File: src/tsc_pkg.sv
/*
  Shared constants and types of the temperature sensor register core:
  register select codes, mode control field positions, reset values and
  conversion timing.
  Assumes a single 100 MHz clock.
*/
package tsc_pkg;

  // Clock and conversion timing
  localparam int CLK_HZ       = 100_000_000;
  localparam int CYC_PER_MS   = CLK_HZ / 1000;
  localparam int CONV_TIME_MS = 26;
  localparam int CONV_CYC     = CONV_TIME_MS * CYC_PER_MS;
  localparam int PERIOD_MS_R0 = 4000;
  localparam int PERIOD_MS_R1 = 1000;
  localparam int PERIOD_MS_R2 = 250;
  localparam int PERIOD_MS_R3 = 125;
  localparam int PERIOD_CYC_R0 = PERIOD_MS_R0 * CYC_PER_MS;
  localparam int PERIOD_CYC_R1 = PERIOD_MS_R1 * CYC_PER_MS;
  localparam int PERIOD_CYC_R2 = PERIOD_MS_R2 * CYC_PER_MS;
  localparam int PERIOD_CYC_R3 = PERIOD_MS_R3 * CYC_PER_MS;

  // Register select codes
  localparam logic [1:0] SEL_TEMP  = 2'h0;
  localparam logic [1:0] SEL_MODE  = 2'h1;
  localparam logic [1:0] SEL_LOWER = 2'h2;
  localparam logic [1:0] SEL_UPPER = 2'h3;

  // Mode control byte one positions
  localparam int B1_SINGLE_SHOT = 7;
  localparam int B1_FAULT_HI    = 4;
  localparam int B1_FAULT_LO    = 3;
  localparam int B1_INVERSION   = 2;
  localparam int B1_THERMO_KIND = 1;
  localparam int B1_POWER_DOWN  = 0;
  // Mode control byte two positions
  localparam int B2_RATE_HI     = 7;
  localparam int B2_RATE_LO     = 6;
  localparam int B2_FLAG        = 5;
  localparam int B2_WIDE        = 4;

  // Reset values
  localparam logic [7:0]  IDX_RST        = 8'h00;
  localparam logic [1:0]  RESOLUTION_VAL = 2'h3;
  localparam logic [1:0]  FAULT_RST      = 2'h0;
  localparam logic [1:0]  RATE_RST       = 2'h2;
  localparam logic [15:0] LOWER_RST      = 16'h4b00;
  localparam logic [15:0] UPPER_RST      = 16'h5000;

  // Consecutive fault counts
  localparam logic [2:0] FAULTS_0 = 3'h1;
  localparam logic [2:0] FAULTS_1 = 3'h2;
  localparam logic [2:0] FAULTS_2 = 3'h4;
  localparam logic [2:0] FAULTS_3 = 3'h6;

  // Limits of the 12-bit format inside the 13-bit value
  localparam logic signed [12:0] T12_MAX = 13'sh07ff;
  localparam logic signed [12:0] T12_MIN = 13'sh1800;

  typedef enum logic [1:0] {ST_SHUT, ST_CONV, ST_WAIT} tsc_conv_st_t;

endpackage : tsc_pkg

File: src/tsc_core.sv
/*
  Register and conversion control core of a two-wire temperature sensor:
  index register, temperature, mode control and limit registers, the
  conversion sequencer and the limit checking.
  Assumes a bus front end on the same clock that hands over whole bytes,
  and a converter on the same clock that supplies a sample and a strobe.
*/
// Summary of operation
// - Eight-bit index, low two bits select register
// - Select 0 temp, 1 mode, 2 lower, 3 upper
// - Select resets to zero, temperature read default
// - Read-only temperature, 12 or 13 bits wide
// - Temperature read high byte first, low optional
// - Left-justified two's complement, 0.0625 C steps
// - Temperature reads zero until first conversion
// - Low byte bit 0 shows wide format
// - Unused temperature bits read zero
// - Bit layout per format across two bytes
// - Sixteen-bit registers, high byte first, bytewise update
// - Mode control field layout and reset values
// - Wide select sets format of all three
// - Threshold flag follows limit crossings with faults
// - Inversion flips flag, thermostat kind does not
// - Rate select gives 0.25, 1, 4, 8 Hz
// - One conversion then idle for period rest
// - Conversion starts at once after any reset
// - Power-down finishes conversion then shuts down
// - Thermostat kind: comparator or interrupt behaviour
// - Fault select needs 1, 2, 4, 6 faults
// - Single shot converts once while shut down
// - Resolution field always reads binary 11
// - Interrupt alert held until read, answer, shutdown
`timescale 1ns/1ps
module tsc_core #(
  parameter int CONV_CYC  = tsc_pkg::CONV_CYC,
  parameter int PER_CYC_0 = tsc_pkg::PERIOD_CYC_R0,
  parameter int PER_CYC_1 = tsc_pkg::PERIOD_CYC_R1,
  parameter int PER_CYC_2 = tsc_pkg::PERIOD_CYC_R2,
  parameter int PER_CYC_3 = tsc_pkg::PERIOD_CYC_R3
) (
  // Clock and reset
  input  wire logic        mclk,
  input  wire logic        reset,
  // Byte side of the bus front end
  input  wire logic        xfer_start,
  input  wire logic        index_wr,
  input  wire logic        data_wr,
  input  wire logic [7:0]  wr_byte,
  input  wire logic        rd_req,
  output logic [7:0]       rd_byte,
  output logic             rd_valid,
  // Bus events
  input  wire logic        gc_reset,
  input  wire logic        ara_ack,
  // Converter
  input  wire logic [12:0] adc_sample,
  input  wire logic        adc_done,
  output logic             adc_start,
  // Status
  output logic             alert_active,
  output logic             conv_busy
);
  if (CONV_CYC < 2 || PER_CYC_3 <= CONV_CYC + 2 ||
      PER_CYC_2 <= CONV_CYC + 2 || PER_CYC_1 <= CONV_CYC + 2 ||
      PER_CYC_0 <= CONV_CYC + 2) begin : g_bad_cyc
    $error("tsc_core: period must exceed conversion time");
  end

  typedef struct packed {
    logic [7:0]           idx;
    logic                 pos;
    logic [12:0]          temp;
    logic [12:0]          sample;
    logic                 os;
    logic                 oneshot;
    logic [1:0]           fault;
    logic                 inv;
    logic                 tk;
    logic                 pd;
    logic [1:0]           rate;
    logic                 em;
    logic [15:0]          lower;
    logic [15:0]          upper;
    logic                 comp;
    logic                 intal;
    logic                 started;
    tsc_pkg::tsc_conv_st_t st;
    logic [7:0]           rd_byte;
    logic                 rd_valid;
    logic                 adc_start;
    logic                 alert;
    logic                 busy;
  } tsc_core_state_t;

  localparam tsc_core_state_t RST = '{
    idx: tsc_pkg::IDX_RST, pos: 1'b0, temp: 13'h0000, sample: 13'h0000,
    os: 1'b0, oneshot: 1'b0, fault: tsc_pkg::FAULT_RST, inv: 1'b0,
    tk: 1'b0, pd: 1'b0, rate: tsc_pkg::RATE_RST, em: 1'b0,
    lower: tsc_pkg::LOWER_RST, upper: tsc_pkg::UPPER_RST, comp: 1'b0,
    intal: 1'b0, started: 1'b0, st: tsc_pkg::ST_SHUT, rd_byte: 8'h00,
    rd_valid: 1'b0, adc_start: 1'b0, alert: 1'b0, busy: 1'b0};

  tsc_core_state_t q, d;

  logic [1:0]         sel;
  logic               flag;
  logic [15:0]        word;
  logic [15:0]        lim_mask;
  logic signed [12:0] new_t;
  logic signed [12:0] up_v;
  logic signed [12:0] lo_v;
  logic [2:0]         need;
  logic [31:0]        tmr_val;
  logic [31:0]        idle_cyc;
  logic               tmr_load;
  logic               tmr_exp;
  logic               res_stb;
  logic               hi_hit;
  logic               lo_hit;
  logic               ev;
  logic               shut_enter;

  // Limit register value at the active width
  function automatic logic signed [12:0] lim_val(input logic [15:0] w,
                                                 input logic em);
    lim_val = em ? $signed(w[15:3]) : $signed({w[15], w[15:4]});
  endfunction : lim_val

  // Converter result narrowed to the active range
  function automatic logic signed [12:0] clamp(input logic [12:0] s,
                                               input logic em);
    logic signed [12:0] v;
    v = $signed(s);
    if (em) begin
      clamp = v;
    end else if (v > tsc_pkg::T12_MAX) begin
      clamp = tsc_pkg::T12_MAX;
    end else if (v < tsc_pkg::T12_MIN) begin
      clamp = tsc_pkg::T12_MIN;
    end else begin
      clamp = v;
    end
  endfunction : clamp

  assign sel      = q.idx[1:0];
  assign flag     = ~q.comp ^ q.inv;
  assign lim_mask = q.em ? 16'hfff8 : 16'hfff0;
  assign new_t    = clamp(q.sample, q.em);
  assign up_v     = lim_val(q.upper, q.em);
  assign lo_v     = lim_val(q.lower, q.em);

  always_comb begin
    case (q.fault)
      2'h0:    need = tsc_pkg::FAULTS_0;
      2'h1:    need = tsc_pkg::FAULTS_1;
      2'h2:    need = tsc_pkg::FAULTS_2;
      default: need = tsc_pkg::FAULTS_3;
    endcase
    // Timer load and expiry cost two cycles of each period
    case (q.rate)
      2'h0:    idle_cyc = 32'(PER_CYC_0 - CONV_CYC - 2);
      2'h1:    idle_cyc = 32'(PER_CYC_1 - CONV_CYC - 2);
      2'h2:    idle_cyc = 32'(PER_CYC_2 - CONV_CYC - 2);
      default: idle_cyc = 32'(PER_CYC_3 - CONV_CYC - 2);
    endcase
  end

  // Register read view
  always_comb begin
    case (sel)
      tsc_pkg::SEL_TEMP: begin
        if (q.em) begin
          word = {q.temp, 2'h0, 1'b1};
        end else begin
          word = {q.temp[11:0], 4'h0};
        end
      end
      tsc_pkg::SEL_MODE: begin
        word = {q.os, tsc_pkg::RESOLUTION_VAL, q.fault, q.inv, q.tk, q.pd,
                q.rate, flag, q.em, 4'h0};
      end
      tsc_pkg::SEL_LOWER: word = q.lower & lim_mask;
      default:            word = q.upper & lim_mask;
    endcase
  end

  // Comparator state changes after enough consecutive faults
  assign ev = (hi_hit && !q.comp) || (lo_hit && q.comp);

  tsc_fault_q #(
    .CW(3)
  ) u_fault_hi (
    .mclk   (mclk),
    .reset  (reset),
    .clear  (ev || gc_reset),
    .sample (res_stb),
    .cond   (new_t >= up_v),
    .need   (need),
    .hit    (hi_hit)
  );

  tsc_fault_q #(
    .CW(3)
  ) u_fault_lo (
    .mclk   (mclk),
    .reset  (reset),
    .clear  (ev || gc_reset),
    .sample (res_stb),
    .cond   (new_t < lo_v),
    .need   (need),
    .hit    (lo_hit)
  );

  tsc_timer #(
    .W(32)
  ) u_timer (
    .mclk     (mclk),
    .reset    (reset),
    .load     (tmr_load),
    .load_val (tmr_val),
    .expire   (tmr_exp)
  );

  always_comb begin
    d = q;
    d.rd_valid  = 1'b0;
    d.adc_start = 1'b0;
    tmr_load    = 1'b0;
    tmr_val     = 32'h0;
    res_stb     = 1'b0;
    shut_enter  = 1'b0;

    if (adc_done) begin
      d.sample = adc_sample;
    end

    // Byte writes, one byte at a time
    if (index_wr) begin
      d.idx = wr_byte;
      d.pos = 1'b0;
    end else if (data_wr) begin
      d.pos = ~q.pos;
      case (sel)
        tsc_pkg::SEL_MODE: begin
          if (!q.pos) begin
            d.fault = wr_byte[tsc_pkg::B1_FAULT_HI:tsc_pkg::B1_FAULT_LO];
            d.inv   = wr_byte[tsc_pkg::B1_INVERSION];
            d.tk    = wr_byte[tsc_pkg::B1_THERMO_KIND];
            d.pd    = wr_byte[tsc_pkg::B1_POWER_DOWN];
          end else begin
            d.rate = wr_byte[tsc_pkg::B2_RATE_HI:tsc_pkg::B2_RATE_LO];
            d.em   = wr_byte[tsc_pkg::B2_WIDE];
          end
        end
        tsc_pkg::SEL_LOWER: begin
          if (!q.pos) begin
            d.lower[15:8] = wr_byte;
          end else begin
            d.lower[7:0] = wr_byte;
          end
        end
        tsc_pkg::SEL_UPPER: begin
          if (!q.pos) begin
            d.upper[15:8] = wr_byte;
          end else begin
            d.upper[7:0] = wr_byte;
          end
        end
        default: d.pos = ~q.pos;
      endcase
    end

    // Byte reads, high byte first
    if (rd_req) begin
      d.rd_byte  = q.pos ? word[7:0] : word[15:8];
      d.rd_valid = 1'b1;
      d.pos      = ~q.pos;
    end
    if (xfer_start) begin
      d.pos = 1'b0;
    end

    // Conversion sequencer
    if (!q.started) begin
      d.started   = 1'b1;
      d.st        = tsc_pkg::ST_CONV;
      d.adc_start = 1'b1;
      tmr_load    = 1'b1;
      tmr_val     = 32'(CONV_CYC);
    end else begin
      case (q.st)
        tsc_pkg::ST_CONV: begin
          if (tmr_exp) begin
            d.temp  = new_t;
            res_stb = 1'b1;
            if (q.pd || q.oneshot) begin
              d.st       = tsc_pkg::ST_SHUT;
              shut_enter = q.pd;
              tmr_load   = 1'b1;
              if (q.oneshot) begin
                d.os      = 1'b1;
                d.oneshot = 1'b0;
              end
            end else begin
              d.st     = tsc_pkg::ST_WAIT;
              tmr_load = 1'b1;
              tmr_val  = idle_cyc;
            end
          end
        end
        tsc_pkg::ST_WAIT: begin
          if (q.pd) begin
            d.st       = tsc_pkg::ST_SHUT;
            shut_enter = 1'b1;
            tmr_load   = 1'b1;
          end else if (tmr_exp) begin
            d.st        = tsc_pkg::ST_CONV;
            d.adc_start = 1'b1;
            tmr_load    = 1'b1;
            tmr_val     = 32'(CONV_CYC);
          end
        end
        tsc_pkg::ST_SHUT: begin
          if (data_wr && sel == tsc_pkg::SEL_MODE && !q.pos &&
              wr_byte[tsc_pkg::B1_SINGLE_SHOT]) begin
            d.st        = tsc_pkg::ST_CONV;
            d.oneshot   = 1'b1;
            d.os        = 1'b0;
            d.adc_start = 1'b1;
            tmr_load    = 1'b1;
            tmr_val     = 32'(CONV_CYC);
          end else if (!q.pd) begin
            d.st        = tsc_pkg::ST_CONV;
            d.adc_start = 1'b1;
            tmr_load    = 1'b1;
            tmr_val     = 32'(CONV_CYC);
          end
        end
        default: d.st = tsc_pkg::ST_SHUT;
      endcase
    end

    // Limit state and alert
    if (ev) begin
      d.comp = ~q.comp;
    end
    if (rd_req || ara_ack || shut_enter) begin
      d.intal = 1'b0;
    end
    if (ev) begin
      d.intal = 1'b1;
    end
    d.alert = d.tk ? d.intal : d.comp;
    d.busy  = (d.st == tsc_pkg::ST_CONV);

    if (gc_reset) begin
      d = RST;
    end
  end

  always_ff @(posedge mclk or posedge reset) begin
    if (reset) begin
      q <= RST;
    end else begin
      q <= d;
    end
  end

  assign rd_byte      = q.rd_byte;
  assign rd_valid     = q.rd_valid;
  assign adc_start    = q.adc_start;
  assign alert_active = q.alert;
  assign conv_busy    = q.busy;

  // Checks
  a_index_select: assert property (@(posedge mclk) disable iff (reset)
    index_wr && !gc_reset |=> sel == $past(wr_byte[1:0]))
    else $error("index select not taken from written byte");

  a_temp_readonly: assert property (@(posedge mclk) disable iff (reset)
    data_wr && sel == tsc_pkg::SEL_TEMP && !res_stb && !gc_reset
    |=> $stable(q.temp))
    else $error("temperature changed by a write");

  a_format_bit: assert property (@(posedge mclk) disable iff (reset)
    rd_req && sel == tsc_pkg::SEL_TEMP && q.pos && !gc_reset
    |=> rd_byte[0] == $past(q.em))
    else $error("format bit does not follow wide select");

  a_unused_zero: assert property (@(posedge mclk) disable iff (reset)
    rd_req && sel == tsc_pkg::SEL_TEMP && q.pos && !q.em && !gc_reset
    |=> rd_byte[3:0] == 4'h0)
    else $error("unused temperature bits not zero");

  a_resolution: assert property (@(posedge mclk) disable iff (reset)
    rd_req && sel == tsc_pkg::SEL_MODE && !q.pos && !gc_reset
    |=> rd_byte[6:5] == tsc_pkg::RESOLUTION_VAL)
    else $error("resolution field not fixed");

  a_flag_view: assert property (@(posedge mclk) disable iff (reset)
    rd_req && sel == tsc_pkg::SEL_MODE && q.pos && !gc_reset
    |=> rd_byte[5] == ($past(q.inv) ^ ~$past(q.comp)))
    else $error("threshold flag view wrong");

  a_power_down: assert property (@(posedge mclk) disable iff (reset)
    q.started && q.st == tsc_pkg::ST_WAIT && q.pd && !gc_reset
    |=> q.st == tsc_pkg::ST_SHUT && !adc_start)
    else $error("power down not entered from idle");

  a_gc_start: assert property (@(posedge mclk) disable iff (reset)
    gc_reset |=> ##1 q.st == tsc_pkg::ST_CONV && adc_start)
    else $error("no conversion after general reset");

  a_shot_busy: assert property (@(posedge mclk) disable iff (reset)
    q.oneshot |-> !q.os && q.st == tsc_pkg::ST_CONV)
    else $error("single shot bit high during conversion");

  a_int_clear: assert property (@(posedge mclk) disable iff (reset)
    q.tk && rd_req && !ev && !gc_reset |=> !alert_active)
    else $error("interrupt alert not cleared by read");

endmodule : tsc_core

File: src/tsc_timer.sv
/*
  Loadable down counter for conversion and idle intervals.
  Assumes load comes from logic on the same clock.
*/
`timescale 1ns/1ps
module tsc_timer #(
  parameter int W = 32
) (
  // Clock and reset
  input  wire logic         mclk,
  input  wire logic         reset,
  // Control
  input  wire logic         load,
  input  wire logic [W-1:0] load_val,
  // Status
  output logic              expire
);
  if (W < 2) begin : g_bad_w
    $error("tsc_timer: W too small");
  end

  typedef struct packed {
    logic [W-1:0] cnt;
    logic         exp;
  } tsc_timer_state_t;

  tsc_timer_state_t q, d;

  always_comb begin
    d = q;
    d.exp = 1'b0;
    if (load) begin
      d.cnt = load_val;
    end else if (q.cnt != '0) begin
      d.cnt = q.cnt - 1'b1;
      d.exp = (q.cnt == {{(W-1){1'b0}}, 1'b1});
    end
  end

  always_ff @(posedge mclk or posedge reset) begin
    if (reset) begin
      q <= '0;
    end else begin
      q <= d;
    end
  end

  assign expire = q.exp;

endmodule : tsc_timer

File: src/tsc_fault_q.sv
/*
  Consecutive fault counter: counts conversions in a row that meet a
  condition and pulses when the required number is reached.
  Assumes sample pulses once per completed conversion.
*/
`timescale 1ns/1ps
module tsc_fault_q #(
  parameter int CW = 3
) (
  // Clock and reset
  input  wire logic          mclk,
  input  wire logic          reset,
  // Conversion results
  input  wire logic          clear,
  input  wire logic          sample,
  input  wire logic          cond,
  input  wire logic [CW-1:0] need,
  // Result
  output logic               hit
);
  if (CW < 3) begin : g_bad_cw
    $error("tsc_fault_q: CW cannot hold six faults");
  end

  typedef struct packed {
    logic [CW-1:0] cnt;
    logic          hit;
  } tsc_fault_state_t;

  tsc_fault_state_t q, d;
  logic [CW-1:0]    nxt;

  always_comb begin
    d = q;
    d.hit = 1'b0;
    nxt = (q.cnt == '1) ? q.cnt : q.cnt + 1'b1;
    if (clear) begin
      d.cnt = '0;
    end else if (sample) begin
      if (cond) begin
        d.cnt = nxt;
        d.hit = (nxt >= need);
      end else begin
        d.cnt = '0;
      end
    end
  end

  always_ff @(posedge mclk or posedge reset) begin
    if (reset) begin
      q <= '0;
    end else begin
      q <= d;
    end
  end

  assign hit = q.hit;

endmodule : tsc_fault_q

File: config.mk
export PLATFORM = sky130hd
export DESIGN_NAME = tsc_core
export DESIGN_NICKNAME = d
export VERILOG_FILES = /design/src/tsc_pkg.sv /design/src/tsc_core.sv /design/src/tsc_timer.sv /design/src/tsc_fault_q.sv
export SDC_FILE = /design/constraint.sdc
export NUM_CORES = 1
export LEC_CHECK = 0
export ABC_AREA = 0
export BUFFER_PORTS_ARGS = -buffer_cell sky130_fd_sc_hd__buf_2
export CORE_MARGIN = 2
export CORE_UTILIZATION = 55
export DETAILED_ROUTE_END_ITERATION = 6
export PLACE_DENSITY = 0.83
export SYNTH_ARGS = -nofsm -noshare
export SYNTH_HDL_FRONTEND = slang
export SYNTH_SLANG_ARGS = --single-unit
File: constraint.sdc
create_clock -name mclk -period 4.1 [get_ports mclk]
set_input_delay 0.41 -clock mclk [delete_from_list [all_inputs] [get_ports mclk]]
set_output_delay 0.41 -clock mclk [all_outputs]
set_load 0.01 [all_outputs]
# ---- Word level (Yosys, flattened, before mapping)
# Cells that the tools add are included.
# W data, S select, Z words.
dict set report word_totals {
  regBits 129
  input_bits 30
}
dict set report classes {
  addsub 3
  order_cmp 6
  eq_ne 19
  n_mux 88
  bitwise_logic 5
  n_reduce_logical 41
}
# operator count
set ops {}
lappend ops {{$pmux W29 S3} 2}
lappend ops {{$mux W13} 7}
lappend ops {{$mux W22} 4}
lappend ops {{$mux W88} 1}
lappend ops {{$mux W29} 3}
lappend ops {{$mux W40} 2}
lappend ops {{$mux W16} 3}
lappend ops {{$pmux W16 S3} 1}
lappend ops {{$mux W33} 1}
lappend ops {{$and A16 B16 Y16} 2}
lappend ops {{$eq A32 B1 Y1 const B} 1}
lappend ops {{$mux W32} 1}
lappend ops {{$mux W8} 4}
lappend ops {{$reduce_bool A32 Y1} 1}
lappend ops {{$sub A32 B1 Y32 const B} 1}
lappend ops {{$mux W1} 26}
lappend ops {{$mux W2} 13}
lappend ops {{$reduce_bool A2 Y1} 13}
lappend ops {{$mux W12} 2}
lappend ops {{$reduce_and A4 Y1} 6}
lappend ops {{$mux W3} 7}
lappend ops {{$ge A13 B13 Y1} 1}
lappend ops {{$gt A13 B12 Y1 const B} 1}
lappend ops {{$lt A13 B12 Y1 const B} 1}
lappend ops {{29 further kinds} 58}

# ---- Longest topological paths before layout
dict set report logic_depth {
  depth_word 10
  depth_mapped 13
}

# ---- Hierarchy
# Synthesis repeated with hierarchy kept, for this count alone.
dict set report hier_totals {
  cells_unflattened 906
  hier_area_um2 8040.2
}
# mod instances cells_per_inst area_each_um2
set modules_own_cells {}
lappend modules_own_cells {tsc_core 1 630 5487.8}
lappend modules_own_cells {tsc_timer 1 214 1971.9}
lappend modules_own_cells {tsc_fault_q 2 31 290.3}

# ---- Least setup slack after synthesis
# Ideal clock, no wire load.
dict set report synth_timing {
  kind {flip-flop to flip-flop}
  startpoint {reg q[49] (netlist name)}
  endpoint {reg u_fault_lo.q[3] (netlist name)}
  setup_ps 84
  t_arrival_ps 3593
  required_ps 4016
  path_slack_ps 423
  stages_incl_launch_ff 13
  path_buffers 4
  synth_period_minus_slack_ps 3677
  path_cell_list {dfrtp_1 -> clkbuf_1 -> clkbuf_1 -> buf_1 -> buf_1 -> mux2i_1 -> ha_1 -> a2111oi_0 -> nand4_1 -> a41oi_1 -> o21ai_0 -> a21o_1 -> a21boi_0}
}
dict set report synth_between {
  elab_chain_cells 5
}
# item line
set synth_lines {}
lappend synth_lines {{start, declared} tsc_core.sv:103} ;# tsc_core_state_t q, d;
lappend synth_lines {{start signal, assigned} tsc_core.sv:363} ;# q <= RST;
lappend synth_lines {{start signal, assigned} tsc_core.sv:365} ;# q <= d;
lappend synth_lines {{$mux W13 / $mux W12 (equally long branches)} {tsc_core.sv:134, tsc_core.sv:126}}
lappend synth_lines {{$lt A13 B13 Y1 (*)} tsc_core.sv:209} ;# .cond (new_t < lo_v),
lappend synth_lines {{$mux W3 (*)} tsc_fault_q.sv:40} ;# if (cond) begin
lappend synth_lines {{$mux W4 (*)} tsc_fault_q.sv:39} ;# end else if (sample) begin
lappend synth_lines {{$mux W3 (*)} tsc_fault_q.sv:37} ;# if (clear) begin
lappend synth_lines {{end signal, assigned} tsc_fault_q.sv:51} ;# q <= '0;
lappend synth_lines {{end signal, assigned} tsc_fault_q.sv:53} ;# q <= d;
lappend synth_lines {{end, declared} tsc_fault_q.sv:30} ;# tsc_fault_state_t q, d;
# Mark *: on every way between the ends. The rest lies on a longest branch, timed or not. The select of a mux whose other input is x is not followed.
# A chain may end at the register's enable or synchronous reset.

# ---- Worst setup path after layout
# Ends and elaborated chain as after synthesis.

==> qor.txt <==
Max Cap Violations -> 0
Pwr per Cell Area -> 378 mW/mm2
Max stage delay on crit path -> 560 ps
1st-pass router iterations -> 7
RSZ-0062 raised after global routing -> false
largest net degree at the start of global routing -> 72
CP Class -> flip-flop to flip-flop
post-DP HPWL -> 13.9 mm
Fin. Hold Viols -> 0
R2R Setup Slk -> 950 ps
mean area per synthesized cell -> 9.35 um2
Final Cycle Share -> 0.769
die area -> 0.0148 mm2
All-Layer GR Usage -> 0.277
die height -> 122 um
register bit count reported by yosys -> 123
Slowest cell on crit path -> dfrtp_2
htree depth -> 4
Synth area leaders -> dfrtp_1, ha_1, mux2i_1
root buffer cell -> clkbuf_16
Max IR drop VDD -> 310 uV
drt total wl -> 19.4 mm
violated checks -> DRC
async set-reset flop share out of synthesis -> 1.00
core area -> 0.0133 mm2
# nets final -> 902
Final Power -> 3.19 mW
Via density -> 6.24
Synth Cell Area -> 0.00759 mm2
Max Freq -> 0.317 GHz
Starting Density -> 0.569
Horiz. Die Dim -> 122 um
Buffers on Ports -> 41
GPL Wtd Cong -> 0.934
vias in the first global route -> 6052
Synth-to-Final Area Change -> 11.1%
Post-CTS Setup Bufs -> 0
initial DRC count -> 796
crit path capture type -> flip-flop
utilization after layout -> 0.632
post-synth top area share -> 0.382
Detail Route Antenna Nets -> 0
Max clock buf depth -> 2
ANT cells -> 0
crit path DAT -> 3480 ps
critical-path maximum fanout -> 35
synth warn -> 0
synth unique cells -> 67
Post-Syn Instances -> 812
Worst-Margin Slew -> 1100 ps
count leader, synth -> dfrtp_1
initial antenna violation count -> 0
outcome -> finished, violations left
row count -> 42
Clk Latency, worst-skew pair -> 420 ps
Max-slew headroom -> 0.267
final setup vio count -> 0
largest area contributor in the netlist -> dfrtp_1
post-CTS resize count -> 0
Net Count, Synth -> 881
clock skew -> 8.11 ps
Hold Path Class -> input pin to flip-flop
Max Slew Vio Count -> 0
Clock transition at path regs -> 60 ps
CTS buffer count -> 17
Commonest cells post-synth -> dfrtp_1, nor2_1, nand2_1
grt ovf -> 0
clk sinks -> 123
minimum clock period -> 3150 ps
EDFF count, synth -> 0
CP Launch Type -> flip-flop
worst path cell trace -> buf_4, mux2i_1, ha_1, a2111oi_0, nand4_1, a41oi_1, o21ai_0, a21o_1, a21boi_0
fillcell total -> 1093
global-route wire length before repair -> 31.3 mm
drt wl/cell -> 19.0 um
CP required -> 4430 ps
leakage -> 3.80 nW
post-route setup TNS -> 0 ps
routed vias -> 6368
proportion of layout cells with a drive suffix above 1 -> 0.154
# IOs -> 42
sequential area share after synthesis -> 0.406
drt drc -> 8
most common flop cell mapped by yosys -> dfrtp_1
hold_buf cts -> 0
CTS tree -> yes
metal layers:
layer,track usage,part of all wire
met5,0,0
met1,0.392,0.44
met3,0.0780,0.085
met4,0.0991,0.024
met2,0.409,0.45
state kept, by name, indices dropped and copies added, names as in the netlist:
register        flops
q                  70
u_timer.expire      1
u_fault_lo.hit      1
conv_busy           1
adc_start           1
alert_active        1
u_fault_hi.q        3
u_fault_hi.hit      1
rd_valid            1
rd_byte             8
u_fault_lo.q        3
u_timer.q          32
layout make-up:
class	count	area (um2)	area share
clock buffers	23	478	0.0566
clock inverters	8	92.6	0.0110
inverters	25	96.3	0.0114
multi-input cells	616	4190	0.497
flip-flops and latches	123	3090	0.366
well taps	176	220	0.0261
repair buffers	50	273	0.0323
layout by cell type, fill, tap and decap left out, types with 7 or more instances in the layout:
| master | count |
|---|---|
| clkbuf_16 | 17 |
| ha_1 | 39 |
| nor3_1 | 13 |
| mux2i_1 | 48 |
| nor2_1 | 94 |
| xnor2_1 | 16 |
| a21oi_1 | 49 |
| dfstp_2 | 7 |
| a21o_1 | 7 |
| a31oi_1 | 8 |
| nand3_1 | 14 |
| o21ai_0 | 62 |
| nand3b_1 | 7 |
| nand2b_1 | 13 |
| mux2_2 | 18 |
| xor2_1 | 12 |
| dfrtp_1 | 115 |
| a22o_1 | 14 |
| buf_4 | 9 |
| inv_1 | 24 |
| nand2_1 | 78 |
| mux4_2 | 9 |
| nor2b_1 | 19 |
| buf_2 | 41 |
stage by stage:
| step | instance area [um2] | cells | worst slack [ps] | hold WS [ps] |
|---|---|---|---|---|
| CTS | 8440 | 1021 | 1010 | 149 |
| global route | 8440 | 1021 | 749 | 152 |
| global placement | 7870 | 990 | 1220 | 489 |
| floorplan | 7590 | 812 | 423 | 440 |
| detailed placement | 7870 | 990 | 1050 | 508 |
| finish | 8440 | 1021 | 948 | 159 |
power by group:
group	switching [mW]	internal, mW
combinational	0.245	0.154
clock	0.534	0.933
sequential	0.0582	1.26
critical path, delay by kind of cell (launching register included):
kind	cells	cell delay, ps
buf+inv	1	460
simple gates	1	190
flops	1	560
mux	1	250
fa+ha+maj	1	260
compound gates	5	1330
logic make-up (layout without fill, tap and decap cells):
logic type / after synthesis / in the layout / share of synthesized area
AND/OR/NAND/NOR: 279 / 279 / 0.177
AO/OA/AOI/OAI: 193 / 193 / 0.159
buffers and inverters: 73 / 106 / 0.0417
XOR/XNOR: 28 / 28 / 0.0323
multiplexers: 75 / 75 / 0.117
flip-flops: 123 / 123 / 0.406
adder cells (fa/ha/maj): 41 / 41 / 0.0669
worst paths after layout:
path | startpoint | cells past startpoint | end
min reg2reg | rd_byte[4] | 2 | rd_byte[4]
min in group asynchronous | reset | 2 | q[68]
max reg2reg | q[49] | 9 | u_fault_lo.q[3]
min | xfer_start | 2 | q[85]
max | q[49] | 9 | u_fault_lo.q[3]
max in group asynchronous | reset | 3 | q[42]
(Power assumes the default switching activity.)
